## src/core/sism_consts.svh

```systemverilog
`ifndef SISM_CONSTS_SVH
`define SISM_CONSTS_SVH
// Register byte addresses
`define SISM_ADDR_STATUS_MASK 12'h000
`define SISM_ADDR_SOURCE_CTRL 12'h004
`define SISM_ADDR_RAW_EVENTS 12'h008
// Status field positions
`define SISM_BIT_AGE 0
`define SISM_BIT_LEARN 1
`define SISM_BIT_FAULT 2
`define SISM_BIT_DRAIN 3
`define SISM_BIT_PAUSE_ON 4
`define SISM_BIT_PAUSE_OFF 5
`define SISM_BIT_LINK 6
`define SISM_BIT_TIMER 12
`define SISM_BIT_MGMT 13
`define SISM_BIT_PIN 14
`define SISM_MASK_SHIFT 16
// Writable status positions and mask positions
`define SISM_STATUS_BITS 32'h0000_707f
`define SISM_MASK_BITS 32'h707f_0000
// Reserved fields read back as their reset values
`define SISM_RESERVED_ONES 32'h8f80_0000
// Reset values
`define SISM_RST_STATUS 16'h0000
`define SISM_RST_MASK 16'hffff
`define SISM_RST_CTRL 3'h0
// Source control bit positions
`define SISM_CTRL_POLL 0
`define SISM_CTRL_REVMII 1
`define SISM_CTRL_SLAVE 2
`endif

```

## src/core/sism_pkg.sv

```systemverilog
package sism_pkg;
  typedef logic [31:0] sism_word_t;
  typedef logic [11:0] sism_addr_t;
  typedef logic [15:0] sism_half_t;
  typedef logic [2:0] sism_link_t;
endpackage : sism_pkg

```

## src/core/sism_edge_sync.sv

```systemverilog
`timescale 1ns/1ps
`default_nettype none
module sism_edge_sync (
  // Clock and reset
  input wire logic i_sys_clk,
  input wire logic i_srst,
  // Raw event level
  input wire logic i_raw,
  // Synchronised level and rising pulse
  output logic o_level,
  output logic o_rise
);
  logic meta;
  logic sync;
  logic prev;
  logic next_meta;
  logic next_sync;
  logic next_prev;

  always_comb begin
    next_meta = i_raw;
    next_sync = meta;
    next_prev = sync;
  end

  always_ff @(posedge i_sys_clk) begin
    if (i_srst) begin
      meta <= 1'b0;
      sync <= 1'b0;
      prev <= 1'b0;
    end else begin
      meta <= next_meta;
      sync <= next_sync;
      prev <= next_prev;
    end
  end

  assign o_level = sync;
  assign o_rise = sync & ~prev;
endmodule : sism_edge_sync
`default_nettype wire

```

## src/core/sism_top.sv

```systemverilog
// Notes on behaviour
// - Table age-out sets status bit 0
// - New source learn sets status bit 1
// - Host ingress error sets status bit 2
// - Host egress FIFO empty sets bit 3
// - Host ingress pause start sets bit 4
// - Host ingress pause end sets bit 5
// - Link change sets bit 6 when polling
// - Timer limit sets status bit 12
// - Slave management write sets bit 13 if enabled
// - Pin event sets status bit 14
// - Status sticky, write one clears, zero keeps
// - Mask bit one keeps source off pin
// - Reset: status zero, masks all one
`timescale 1ns/1ps
`default_nettype none
`include "sism_consts.svh"
module sism_top (
  // Clock and reset
  input wire logic i_sys_clk,
  input wire logic i_srst,
  // APB slave
  input wire logic i_psel,
  input wire logic i_penable,
  input wire logic i_pwrite,
  input wire sism_pkg::sism_addr_t i_paddr,
  input wire sism_pkg::sism_word_t i_pwdata,
  output sism_pkg::sism_word_t o_prdata,
  output logic o_pready,
  output logic o_pslverr,
  // Event sources, levels from outside the clock domain
  input wire logic i_table_age_expire,
  input wire logic i_table_source_added,
  input wire logic i_host_ingress_fault,
  input wire logic i_host_egress_drained,
  input wire logic i_host_ingress_pause,
  input wire sism_pkg::sism_link_t i_port_link_up,
  input wire logic i_general_timer_expire,
  input wire logic i_mgmt_slave_write,
  input wire logic i_pin_event,
  // Interrupt pin
  output logic o_irq
);
  import sism_pkg::*;

  localparam int NSRC = 10;
  localparam int NRAW = 11;

  // Raw level order feeding the synchronisers
  logic [NRAW-1:0] raw_in;
  logic [NRAW-1:0] raw_lvl;
  logic [NRAW-1:0] raw_rise;
  logic [NRAW-1:0] raw_fall;
  logic [NRAW-1:0] raw_prev;

  assign raw_in = {i_port_link_up, i_pin_event, i_mgmt_slave_write, i_general_timer_expire,
                   i_host_ingress_pause, i_host_egress_drained, i_host_ingress_fault,
                   i_table_source_added, i_table_age_expire};

  genvar gi;
  generate
    for (gi = 0; gi < NRAW; gi++) begin : g_sync
      sism_edge_sync u_sync (
        .i_sys_clk(i_sys_clk),
        .i_srst(i_srst),
        .i_raw(raw_in[gi]),
        .o_level(raw_lvl[gi]),
        .o_rise(raw_rise[gi])
      );
    end
  endgenerate

  // Level history for falling edges (pause end, link down)
  logic [NRAW-1:0] next_raw_prev;
  always_comb begin
    next_raw_prev = raw_lvl;
  end
  always_ff @(posedge i_sys_clk) begin
    if (i_srst) begin
      raw_prev <= '0;
    end else begin
      raw_prev <= next_raw_prev;
    end
  end
  assign raw_fall = raw_prev & ~raw_lvl;

  // Registers
  sism_half_t status;
  sism_half_t mask;
  logic [2:0] ctrl;
  sism_word_t prdata;
  logic pready;
  logic pslverr;
  logic irq;
  sism_half_t next_status;
  sism_half_t next_mask;
  logic [2:0] next_ctrl;
  sism_word_t next_prdata;
  logic next_pready;
  logic next_pslverr;
  logic next_irq;

  // Event pulses per status position
  sism_half_t set_ev;
  sism_half_t clr_ev;
  logic wr_acc;
  logic rd_acc;
  logic hit_sm;
  logic hit_ctrl;
  logic hit_raw;
  logic link_chg;

  always_comb begin
    wr_acc = i_psel & i_penable & i_pwrite & pready;
    rd_acc = i_psel & ~i_penable & ~i_pwrite;
    hit_sm = (i_paddr == `SISM_ADDR_STATUS_MASK);
    hit_ctrl = (i_paddr == `SISM_ADDR_SOURCE_CTRL);
    hit_raw = (i_paddr == `SISM_ADDR_RAW_EVENTS);
    link_chg = |(raw_rise[NRAW-1:NRAW-3] | raw_fall[NRAW-1:NRAW-3]);
    set_ev = '0;
    set_ev[`SISM_BIT_AGE] = raw_rise[0];
    set_ev[`SISM_BIT_LEARN] = raw_rise[1];
    set_ev[`SISM_BIT_FAULT] = raw_rise[2];
    set_ev[`SISM_BIT_DRAIN] = raw_rise[3];
    set_ev[`SISM_BIT_PAUSE_ON] = raw_rise[4];
    set_ev[`SISM_BIT_PAUSE_OFF] = raw_fall[4];
    set_ev[`SISM_BIT_LINK] = link_chg & ctrl[`SISM_CTRL_POLL];
    set_ev[`SISM_BIT_TIMER] = raw_rise[5];
    set_ev[`SISM_BIT_MGMT] = raw_rise[6] & ctrl[`SISM_CTRL_REVMII] & ctrl[`SISM_CTRL_SLAVE];
    set_ev[`SISM_BIT_PIN] = raw_rise[7];
    clr_ev = '0;
    if (wr_acc && hit_sm) begin
      clr_ev = i_pwdata[15:0] & 16'(`SISM_STATUS_BITS);
    end
  end

  always_comb begin
    next_status = (status & ~clr_ev) | set_ev;
    next_mask = mask;
    next_ctrl = ctrl;
    if (wr_acc && hit_sm) begin
      next_mask = (i_pwdata[31:16] & 16'(`SISM_MASK_BITS >> `SISM_MASK_SHIFT))
                  | 16'(`SISM_RESERVED_ONES >> `SISM_MASK_SHIFT);
    end
    if (wr_acc && hit_ctrl) begin
      next_ctrl = i_pwdata[2:0];
    end
    next_pready = i_psel & i_penable & ~pready;
    next_pslverr = i_psel & i_penable & ~pready & ~(hit_sm | hit_ctrl | hit_raw);
    next_prdata = prdata;
    if (rd_acc) begin
      next_prdata = 32'h0000_0000;
      if (hit_sm) begin
        next_prdata = {mask, status};
      end else if (hit_ctrl) begin
        next_prdata = {29'h0000_0000, ctrl};
      end else if (hit_raw) begin
        next_prdata = {21'h00_0000, raw_lvl};
      end
    end
    next_irq = |(next_status & ~next_mask);
  end

  always_ff @(posedge i_sys_clk) begin
    if (i_srst) begin
      status <= `SISM_RST_STATUS;
      mask <= `SISM_RST_MASK;
      ctrl <= `SISM_RST_CTRL;
      prdata <= 32'h0000_0000;
      pready <= 1'b0;
      pslverr <= 1'b0;
      irq <= 1'b0;
    end else begin
      status <= next_status;
      mask <= next_mask;
      ctrl <= next_ctrl;
      prdata <= next_prdata;
      pready <= next_pready;
      pslverr <= next_pslverr;
      irq <= next_irq;
    end
  end

  assign o_prdata = prdata;
  assign o_pready = pready;
  assign o_pslverr = pslverr;
  assign o_irq = irq;

  // Checks
  logic sm_write_seen;
  assign sm_write_seen = i_psel & i_penable & i_pwrite & pready & (i_paddr == `SISM_ADDR_STATUS_MASK);

  // Per-source pin and sticky checks
  localparam int SPOS [NSRC] = '{`SISM_BIT_AGE, `SISM_BIT_LEARN, `SISM_BIT_FAULT, `SISM_BIT_DRAIN,
                                 `SISM_BIT_PAUSE_ON, `SISM_BIT_PAUSE_OFF, `SISM_BIT_LINK,
                                 `SISM_BIT_TIMER, `SISM_BIT_MGMT, `SISM_BIT_PIN};
  genvar gs;
  generate
    for (gs = 0; gs < NSRC; gs++) begin : g_src_chk

    end
  endgenerate
endmodule : sism_top
`default_nettype wire

```

## config.mk

```make
export PLATFORM = sky130hd
export DESIGN_NAME = sism_top
export DESIGN_NICKNAME = d
export VERILOG_FILES = /design/src/core/sism_pkg.sv /design/src/core/sism_edge_sync.sv /design/src/core/sism_top.sv
export VERILOG_INCLUDE_DIRS = /design/src /design/src/core
export SDC_FILE = /design/constraint.sdc
export NUM_CORES = 1
export LEC_CHECK = 0
export ABC_AREA = 1
export BUFFER_PORTS_ARGS = -buffer_cell sky130_fd_sc_hd__buf_2
export CAP_MARGIN = 20
export CORE_ASPECT_RATIO = 1.1
export CORE_UTILIZATION = 56
export DETAILED_ROUTE_END_ITERATION = 12
export PLACE_DENSITY = 0.82
export SLEW_MARGIN = 5
export SYNTH_ARGS = -nofsm -noshare
export SYNTH_HDL_FRONTEND = slang
export SYNTH_HIERARCHICAL = 1
export SYNTH_SLANG_ARGS = --single-unit
```

## constraint.sdc

```tcl
create_clock -name i_sys_clk -period 3.6 [get_ports i_sys_clk]
set_clock_uncertainty 0.15 [all_clocks]
set_input_delay 0.18 -clock i_sys_clk [delete_from_list [all_inputs] [get_ports i_sys_clk]]
set_output_delay 0.18 -clock i_sys_clk [all_outputs]
set_load 0.005 [all_outputs]
```

==> results of run 1 <==
worst min path at each step:
stage                    startpoint                      to  slack [ns]  cells past startpoint
6_report                i_pwdata[4]               status[4]        0.02                      4
5_1_grt                   i_penable                o_pready        0.04                      3
4_1_cts                 i_pwdata[4]               status[4]       0.008                      4
3_5_place_dp      i_port_link_up[2]  g_sync[10].u_sync/meta        0.24                      3
3_3_place_gp   i_host_ingress_fault   g_sync[2].u_sync/meta        0.23                      3
2_1_floorplan                i_srst   g_sync[0].u_sync/meta        0.10                      1
stage by stage:
stage	utilization	power, uW
floorplan	-	1220
global placement	0.653	1280
detailed placement	0.653	1280
CTS	0.726	2050
global route	0.726	2110
finish	0.726	2030
cells in the mapped netlist (2+ instances only):
cell,count
o21ai_0,32
buf_6,2
a31oi_1,4
dfxtp_1,99
o21ai_2,7
nor2_4,2
nand2_1,98
inv_2,3
nor2_1,67
nand2_2,5
a32o_1,2
nand4_1,9
nor3_1,2
a21oi_1,43
clkbuf_1,10
buf_4,4
nand3_1,11
inv_1,65
cell type report:
class	instances	area, um2
clock buffer	9	124
tap	80	100
fill	499	1720
clock inverter	6	90.1
sequential	99	1980
timing repair buffer	106	656
inverter	69	259
multi-input combinational	288	1340
report_power, final:
group          switching [uW]  total [uW]  internal [uW]
Clock                     366         757            390
Combinational            74.0         138           64.2
Sequential               12.5        1140           1130
worst max-delay path: stages (launching register included):
cell and delay (ns):
dfxtp_1 0.36, nand2_1 0.14, nor2_8 0.20, nand3_4 0.32
o21ai_0 0.33, nand2_1 0.08, nand2_1 0.08, nand2_1 0.05
inv_1 0.04, nand3_1 0.07, nand2_1 0.06, inv_1 0.05
logic make-up (layout without fill, tap and decap cells):
logic type,after synthesis,in the layout,share of synthesized area
AOI/OAI and AO/OA,89,89,0.132
buffers and inverters,87,190,0.0974
other,1,2,0.00102
and+or+nand+nor,197,197,0.230
DFF,99,99,0.540
cells in the final DEF (no fill, tap or decap), types with 3 or more instances in the layout:
| cell | netlist | routed |
|---|---|---|
| a21oi_1 | 43 | 43 |
| a31oi_1 | 4 | 4 |
| buf_2 | 1 | 80 |
| clkbuf_8 | 0 | 9 |
| dfxtp_1 | 99 | 99 |
| dlygate4sd3_1 | 0 | 24 |
| inv_1 | 65 | 65 |
| inv_2 | 3 | 3 |
| nand2_1 | 98 | 98 |
| nand2_2 | 5 | 5 |
| nand3_1 | 11 | 11 |
| nand4_1 | 9 | 9 |
| nor2_1 | 67 | 67 |
| o21ai_0 | 32 | 32 |
| o21ai_2 | 7 | 7 |
routing by layer:
metal  wire (um)  track usage  up-vias
met3         375       0.0356       15
met1        3380        0.286     1430
met2        3690        0.413       84
met4         150        0.107        0
met5           0            0        -
li1            -            -     1668
state kept, by name, summed over array words and instances (netlist names):
register,cells
status,10
o_pready,1
g_sync.u_sync/meta,11
mask,16
o_irq,1
raw_prev,4
ctrl,3
o_prdata,30
g_sync.u_sync/prev,11
o_pslverr,1
g_sync.u_sync/o_level,11
repair_timing:
item                                    4_1_cts  5_1_grt
endpoints found under the hold margin        24        0
endpoints found under the setup margin        0        0
hold buffers                                 24        0
setup buffers                                 0        0
==> reports/results.ini, run 1 <==
[synthesis]
synthCells = 473
synth.area.top_cells = dfxtp_1 54%, nand2_1 10%, nor2_1 6.8%
ys_seq_area_frac = 0.540
yosys_register_bits = 99
synthArstFlopShare = 0
yosysTopAreaCell = dfxtp_1
synth-main-ff-cell = dfxtp_1
synth_top_area_frac = 0.540
ys_warn_count = 6
syn_area_mm2 = 0.00367
avgSynthCellArea_um2 = 7.77
ys_types = 26
synth_edf_count = 0

[die]
core_mm2 = 0.00627
start_util = 0.586
dieWidth_um = 79.2
ioPinCount = 95
core.rowCount = 30
die_height_um = 86.9
die_area_mm2 = 0.00689

[finish]
nNetsFinal = 633
drive_gt1_frac = 0.203
finalNonFillerCells = 657
fin_area_mm2 = 0.00455
antenna_cells = 0
area_growth_pct = 23.8

[place]
place.gp.congestion = 0.839
dpl_worst_slack_ns = 1.32
dpl.hpwl_um = 5000
placed_cells = 618
placed_area_mm2 = 0.00409
port_buffers = 80

[worst_setup_path]
crit_required_ns = 3.70
r2r-end = o_irq
crit_start = o_pready
r2r_start = o_pready
cp.arrival_ns = 2.11
worst_r2r_path_depth = 11
r2r_setup_slack_ns = 1.59
crit_path_start_kind = register
crit_type = reg2reg
crit_end = o_irq
endpoint_kind = register
cp_max_fo = 28

[detailed_routing]
drt_first_pass_iters = 4
vias = 3197
drc = 0
drtAntennaViolNets = 0
routed_wirelength_um = 7600
via_per_inst = 4.87
wl_per_cell_um = 11.6
drt_iter0_drc = 160

[timing]
timing.final.ws_setup_ns = 1.59
timing.final.crit_share = 0.559
min_period_ns = 2.01
tightestPinTransition_ns = 0.971
drv_slew = 0
setup_viol = 0
fmax_ghz = 0.497
hold_ws_ns = 0.0165
rsz0062_at_grt = no
maxSlewHeadroom = 0.349
tns_ns = 0
hold_viol_final = 0

[power]
vdd_drop_max_v = 0.000278
power_density_mw_per_mm2 = 447
leakage_uw = 0.00216

[min_path]
hp-class = in2reg

[cts]
ctsResizeCount = 0
clockBufferDepth = 2
path_clk_slew_ns = 0.09
clock_sinks = 99
root_buffer = clkbuf_8
cts_tree = done
clk-insertion-delay-late_ns = 0.35
cts_buffers = 9
htreeDepth = 3

[run]
maxCapViolCount = 0

[status]
outcome = complete, no violations

[grt]
grt_antenna_before_repair = 0
first_global_vias = 3002
grt_usage = 0.236
grt_max_degree = 64
overflow = 0
grt_pass1_wl_um = 12600

(Power assumes the default switching activity.)
==> run 2: changes to the inputs <==
--- a/config.mk
+++ b/config.mk
@@ -6,13 +6,13 @@
 export SDC_FILE = /design/constraint.sdc
 export NUM_CORES = 1
 export LEC_CHECK = 0
-export ABC_AREA = 1
+export ABC_AREA = 0
 export BUFFER_PORTS_ARGS = -buffer_cell sky130_fd_sc_hd__buf_2
 export CAP_MARGIN = 20
 export CORE_ASPECT_RATIO = 1.1
-export CORE_UTILIZATION = 56
+export CORE_UTILIZATION = 52
 export DETAILED_ROUTE_END_ITERATION = 12
-export PLACE_DENSITY = 0.82
+export PLACE_DENSITY = 0.77
 export SLEW_MARGIN = 5
 export SYNTH_ARGS = -nofsm -noshare
 export SYNTH_HDL_FRONTEND = slang
==> constraint.sdc (replaced) <==
create_clock -name i_sys_clk -period 1.98 [get_ports i_sys_clk]
set_clock_uncertainty 0.15 [all_clocks]
set_input_delay 0.099 -clock i_sys_clk [delete_from_list [all_inputs] [get_ports i_sys_clk]]
set_output_delay 0.099 -clock i_sys_clk [all_outputs]
set_load 0.005 [all_outputs]
==> reports/results.ini, run 2 <==
[status]
outcome = finished, violations left
violations = setup timing

[die]
die_area_mm2 = 0.00718  ; +4.3%
die_height_um = 88.8  ; +2.1%
dieWidth_um = 80.9  ; +2.1%
ioPinCount = 95  ; unchanged
core_mm2 = 0.00659  ; +5.2%
start_util = 0.540  ; -0.0460
core.rowCount = 31  ; +3.3%

[detailed_routing]
drt_iter0_drc = 156  ; -2.5%
vias = 2983  ; -6.7%
drc = 0  ; unchanged
via_per_inst = 5.13  ; +5.5%
drt_first_pass_iters = 4  ; unchanged
routed_wirelength_um = 8080  ; +6.3%
drtAntennaViolNets = 0  ; unchanged
wl_per_cell_um = 13.9  ; +20%

[finish]
fill_cells = 526  ; +5.4%
layout.area.seq_mm2 = 0.00198  ; about the same
largest_register_ffs = 30  ; unchanged
antenna_cells = 0  ; unchanged
area_growth_pct = 32.0
multi_input_area_mm2 = 0.00148  ; +10%
final_common_cell = dfxtp_1
nNetsFinal = 554  ; -12%
drive_gt1_frac = 0.283  ; +0.0798
final_cell_mix = 98 x dfxtp_1, 80 x buf_2, 50 x nor2_1

[worst_setup_path]
cpMaxStageDelayCell = or4_4
r2r_start = o_pready
crit_path_start_kind = register
cp.arrival_ns = 2.18  ; +0.07 ns
endpoint_kind = register
crit_end = o_irq
path_delay_family = simple AND/OR/NAND/NOR gates
r2r_setup_slack_ns = -0.10  ; -1.69 ns
crit_type = reg2reg
crit_chain = nand2_2 > or4_4 > or2_4 > a221o_1 > a221oi_2 > a41oi_1
r2r-end = o_irq
cpPeakStageDelay_ns = 0.45  ; +0.09 ns
cp_max_fo = 4  ; -86%
crit_start = o_pready
cp_num_buf_inv = 0  ; -2
worst_r2r_path_depth = 6  ; -5
crit_required_ns = 2.07  ; -1.63 ns
critical_path_depth = 6  ; -5

[synthesis]
yosysTopAreaCell = dfxtp_1
synth-main-ff-cell = dfxtp_1
yosys.area_share.simple = 0.243  ; +0.0139
syn_area_mm2 = 0.00356  ; -3.1%
synth_edf_count = 0  ; unchanged
ys_seq_area_frac = 0.557  ; +0.0171
synthArstFlopShare = 0  ; unchanged
ys_warn_count = 6  ; unchanged
synthAdderAreaFrac = 0  ; unchanged
synth_compound_area_frac = 0.125  ; -0.00705
ys_types = 41  ; +58%
synth_xor_area_frac = 0  ; unchanged
yosys_register_bits = 99  ; unchanged
synth_most_common_cell = dfxtp_1
synth_top_area_frac = 0.557  ; +0.0171
synth_top_family_by_area = simple AND/OR/NAND/NOR gates
synthCells = 369  ; -22%
avgSynthCellArea_um2 = 9.65  ; +24%
synth_mux_area_frac = 0.0397  ; +0.0397
synth.area.top_cells = dfxtp_1 56%, nor2b_1 7.0%, nor2_1 5.3%
synthTopCellsByCount = 99 x dfxtp_1, 50 x nor2_1, 40 x nor2b_1

[timing]
fmax_ghz = 0.480  ; -3.4%
tns_ns = -0.114  ; -0.114 ns
hold_viol_final = 0  ; unchanged
min_period_ns = 2.08  ; +0.0718 ns
hold_ws_ns = 0.0287  ; +0.0121 ns
timing.final.crit_share = 1.05  ; +0.494
rsz0062_at_grt = yes
timing.final.ws_setup_ns = -0.104  ; -1.69 ns
drv_slew = 0  ; unchanged
setup_viol = 2  ; +2

[grt]
overflow = 0  ; unchanged
grt_pass1_wl_um = 12800  ; +1.3%
first_global_vias = 2740  ; -8.7%
grt_usage = 0.239  ; +0.00317
grt_max_degree = 71  ; +11%
grt_antenna_before_repair = 0  ; unchanged

[place]
port_buffers = 80  ; unchanged
place.gp.congestion = 0.823  ; -2.0%
dpl.hpwl_um = 5500  ; +9.8%

[cts]
htreeDepth = 3  ; unchanged
root_buffer = clkbuf_8
path_clk_slew_ns = 0.10  ; about the same
clk-insertion-delay-late_ns = 0.37  ; +0.02 ns
cts_tree = done
cts_buffers = 9  ; unchanged
clockBufferDepth = 2  ; unchanged
clock_sinks = 99  ; unchanged

[power]
vdd_drop_max_v = 0.000641  ; +130%
leakage_uw = 0.00203  ; -5.8%
power_density_mw_per_mm2 = 788  ; +76%

[min_path]
hold_depth = 3  ; -1
hp-class = in2reg

[run]
maxCapViolCount = 0  ; unchanged

## run 2: changes by cell type in the layout (fill, tap and decap cells not counted), sizes merged, moves of 9 or more
cell,previous run,this run
buf,82,103
a21oi,43,24
inv,69,10
mux2i,0,13
nand4,9,0
nor2b,0,51
o21ai,40,2
nand2,104,21
nand3,12,2
a22oi,0,24
nor2,70,51
## run 2: worst min path at each step
stage                              to  slack (ns)                   from
2_1_floorplan   g_sync[0].u_sync/meta        0.02                 i_srst
3_3_place_gp    g_sync[3].u_sync/meta        0.16  i_host_egress_drained
3_5_place_dp    g_sync[8].u_sync/meta        0.16      i_port_link_up[0]
4_1_cts         g_sync[9].u_sync/meta        0.02                 i_srst
5_1_grt                  o_prdata[23]        0.05                 i_srst
6_report       g_sync[10].u_sync/meta        0.03                 i_srst
## run 2: layout make-up
type	instances	share of cell area
inverters	9	0.00718
multi-input cells	242	0.314
clock inverters	6	0.0189
repair buffers	133	0.189
flip-flops and latches	99	0.422
clock buffers	10	0.0271
well taps	82	0.0218
## run 2: cell families (layout without fill, tap and decap cells)
family | count (synthesis) | count (layout)
buf+inv | 29 | 158
mux | 14 | 14
compound gates | 65 | 65
simple gates | 161 | 161
flops | 99 | 99
other cells | 1 | 2
## run 2: repair_timing
| item | 4_1_cts | 5_1_grt |
|---|---|---|
| gates resized for setup | 3 | 2 |
| setup endpoints to repair | 3 | 8 |
| hold buffers | 30 | 0 |
| endpoints found under the hold margin | 34 | 0 |
| setup buffers | 1 | 1 |
## run 2: worst reg2reg max path, stage by stage (launching register included)
cell and delay [ns]:
dfxtp_2 0.35, nand2_2 0.06, or4_4 0.45, or2_4 0.28, a221o_1 0.34, a221oi_2 0.21
a41oi_1 0.12
## run 2: power breakdown
group | switching (uW) | total [uW] | internal, uW | leakage [uW]
logic | 115 | 253 | 138 | 0.00113
clock network | 689 | 1400 | 714 | 0.000103
registers | 22.1 | 2050 | 2030 | 0.000806
total | 827 | 3710 | 2880 | 0.00203
## run 2: routing by layer
| layer | share of wire | routed length, um | GRT usage | vias to the layer above |
|---|---|---|---|---|
| met3 | 0.032 | 261 | 0.0557 | 12 |
| met1 | 0.47 | 3780 | 0.299 | 1409 |
| li1 | - | - | - | 1507 |
| met2 | 0.48 | 3900 | 0.398 | 55 |
| met4 | 0.017 | 137 | 0.0958 | 0 |
| met5 | 0 | 0 | 0 | - |
## run 2: stage by stage
step | cells | area [um2] | util | total power, uW | worst slack, ns
after floorplan | 370 | 3570 | - | 2190 | -0.0103
after global placement | 533 | 4150 | 0.630 | 2290 | -0.0967
after detailed placement | 533 | 4150 | 0.630 | 2300 | -0.114
after CTS | 580 | 4690 | 0.711 | 3720 | -0.107
after global routing | 581 | 4700 | 0.713 | 3850 | -0.203
final | 581 | 4700 | 0.713 | 3710 | -0.104
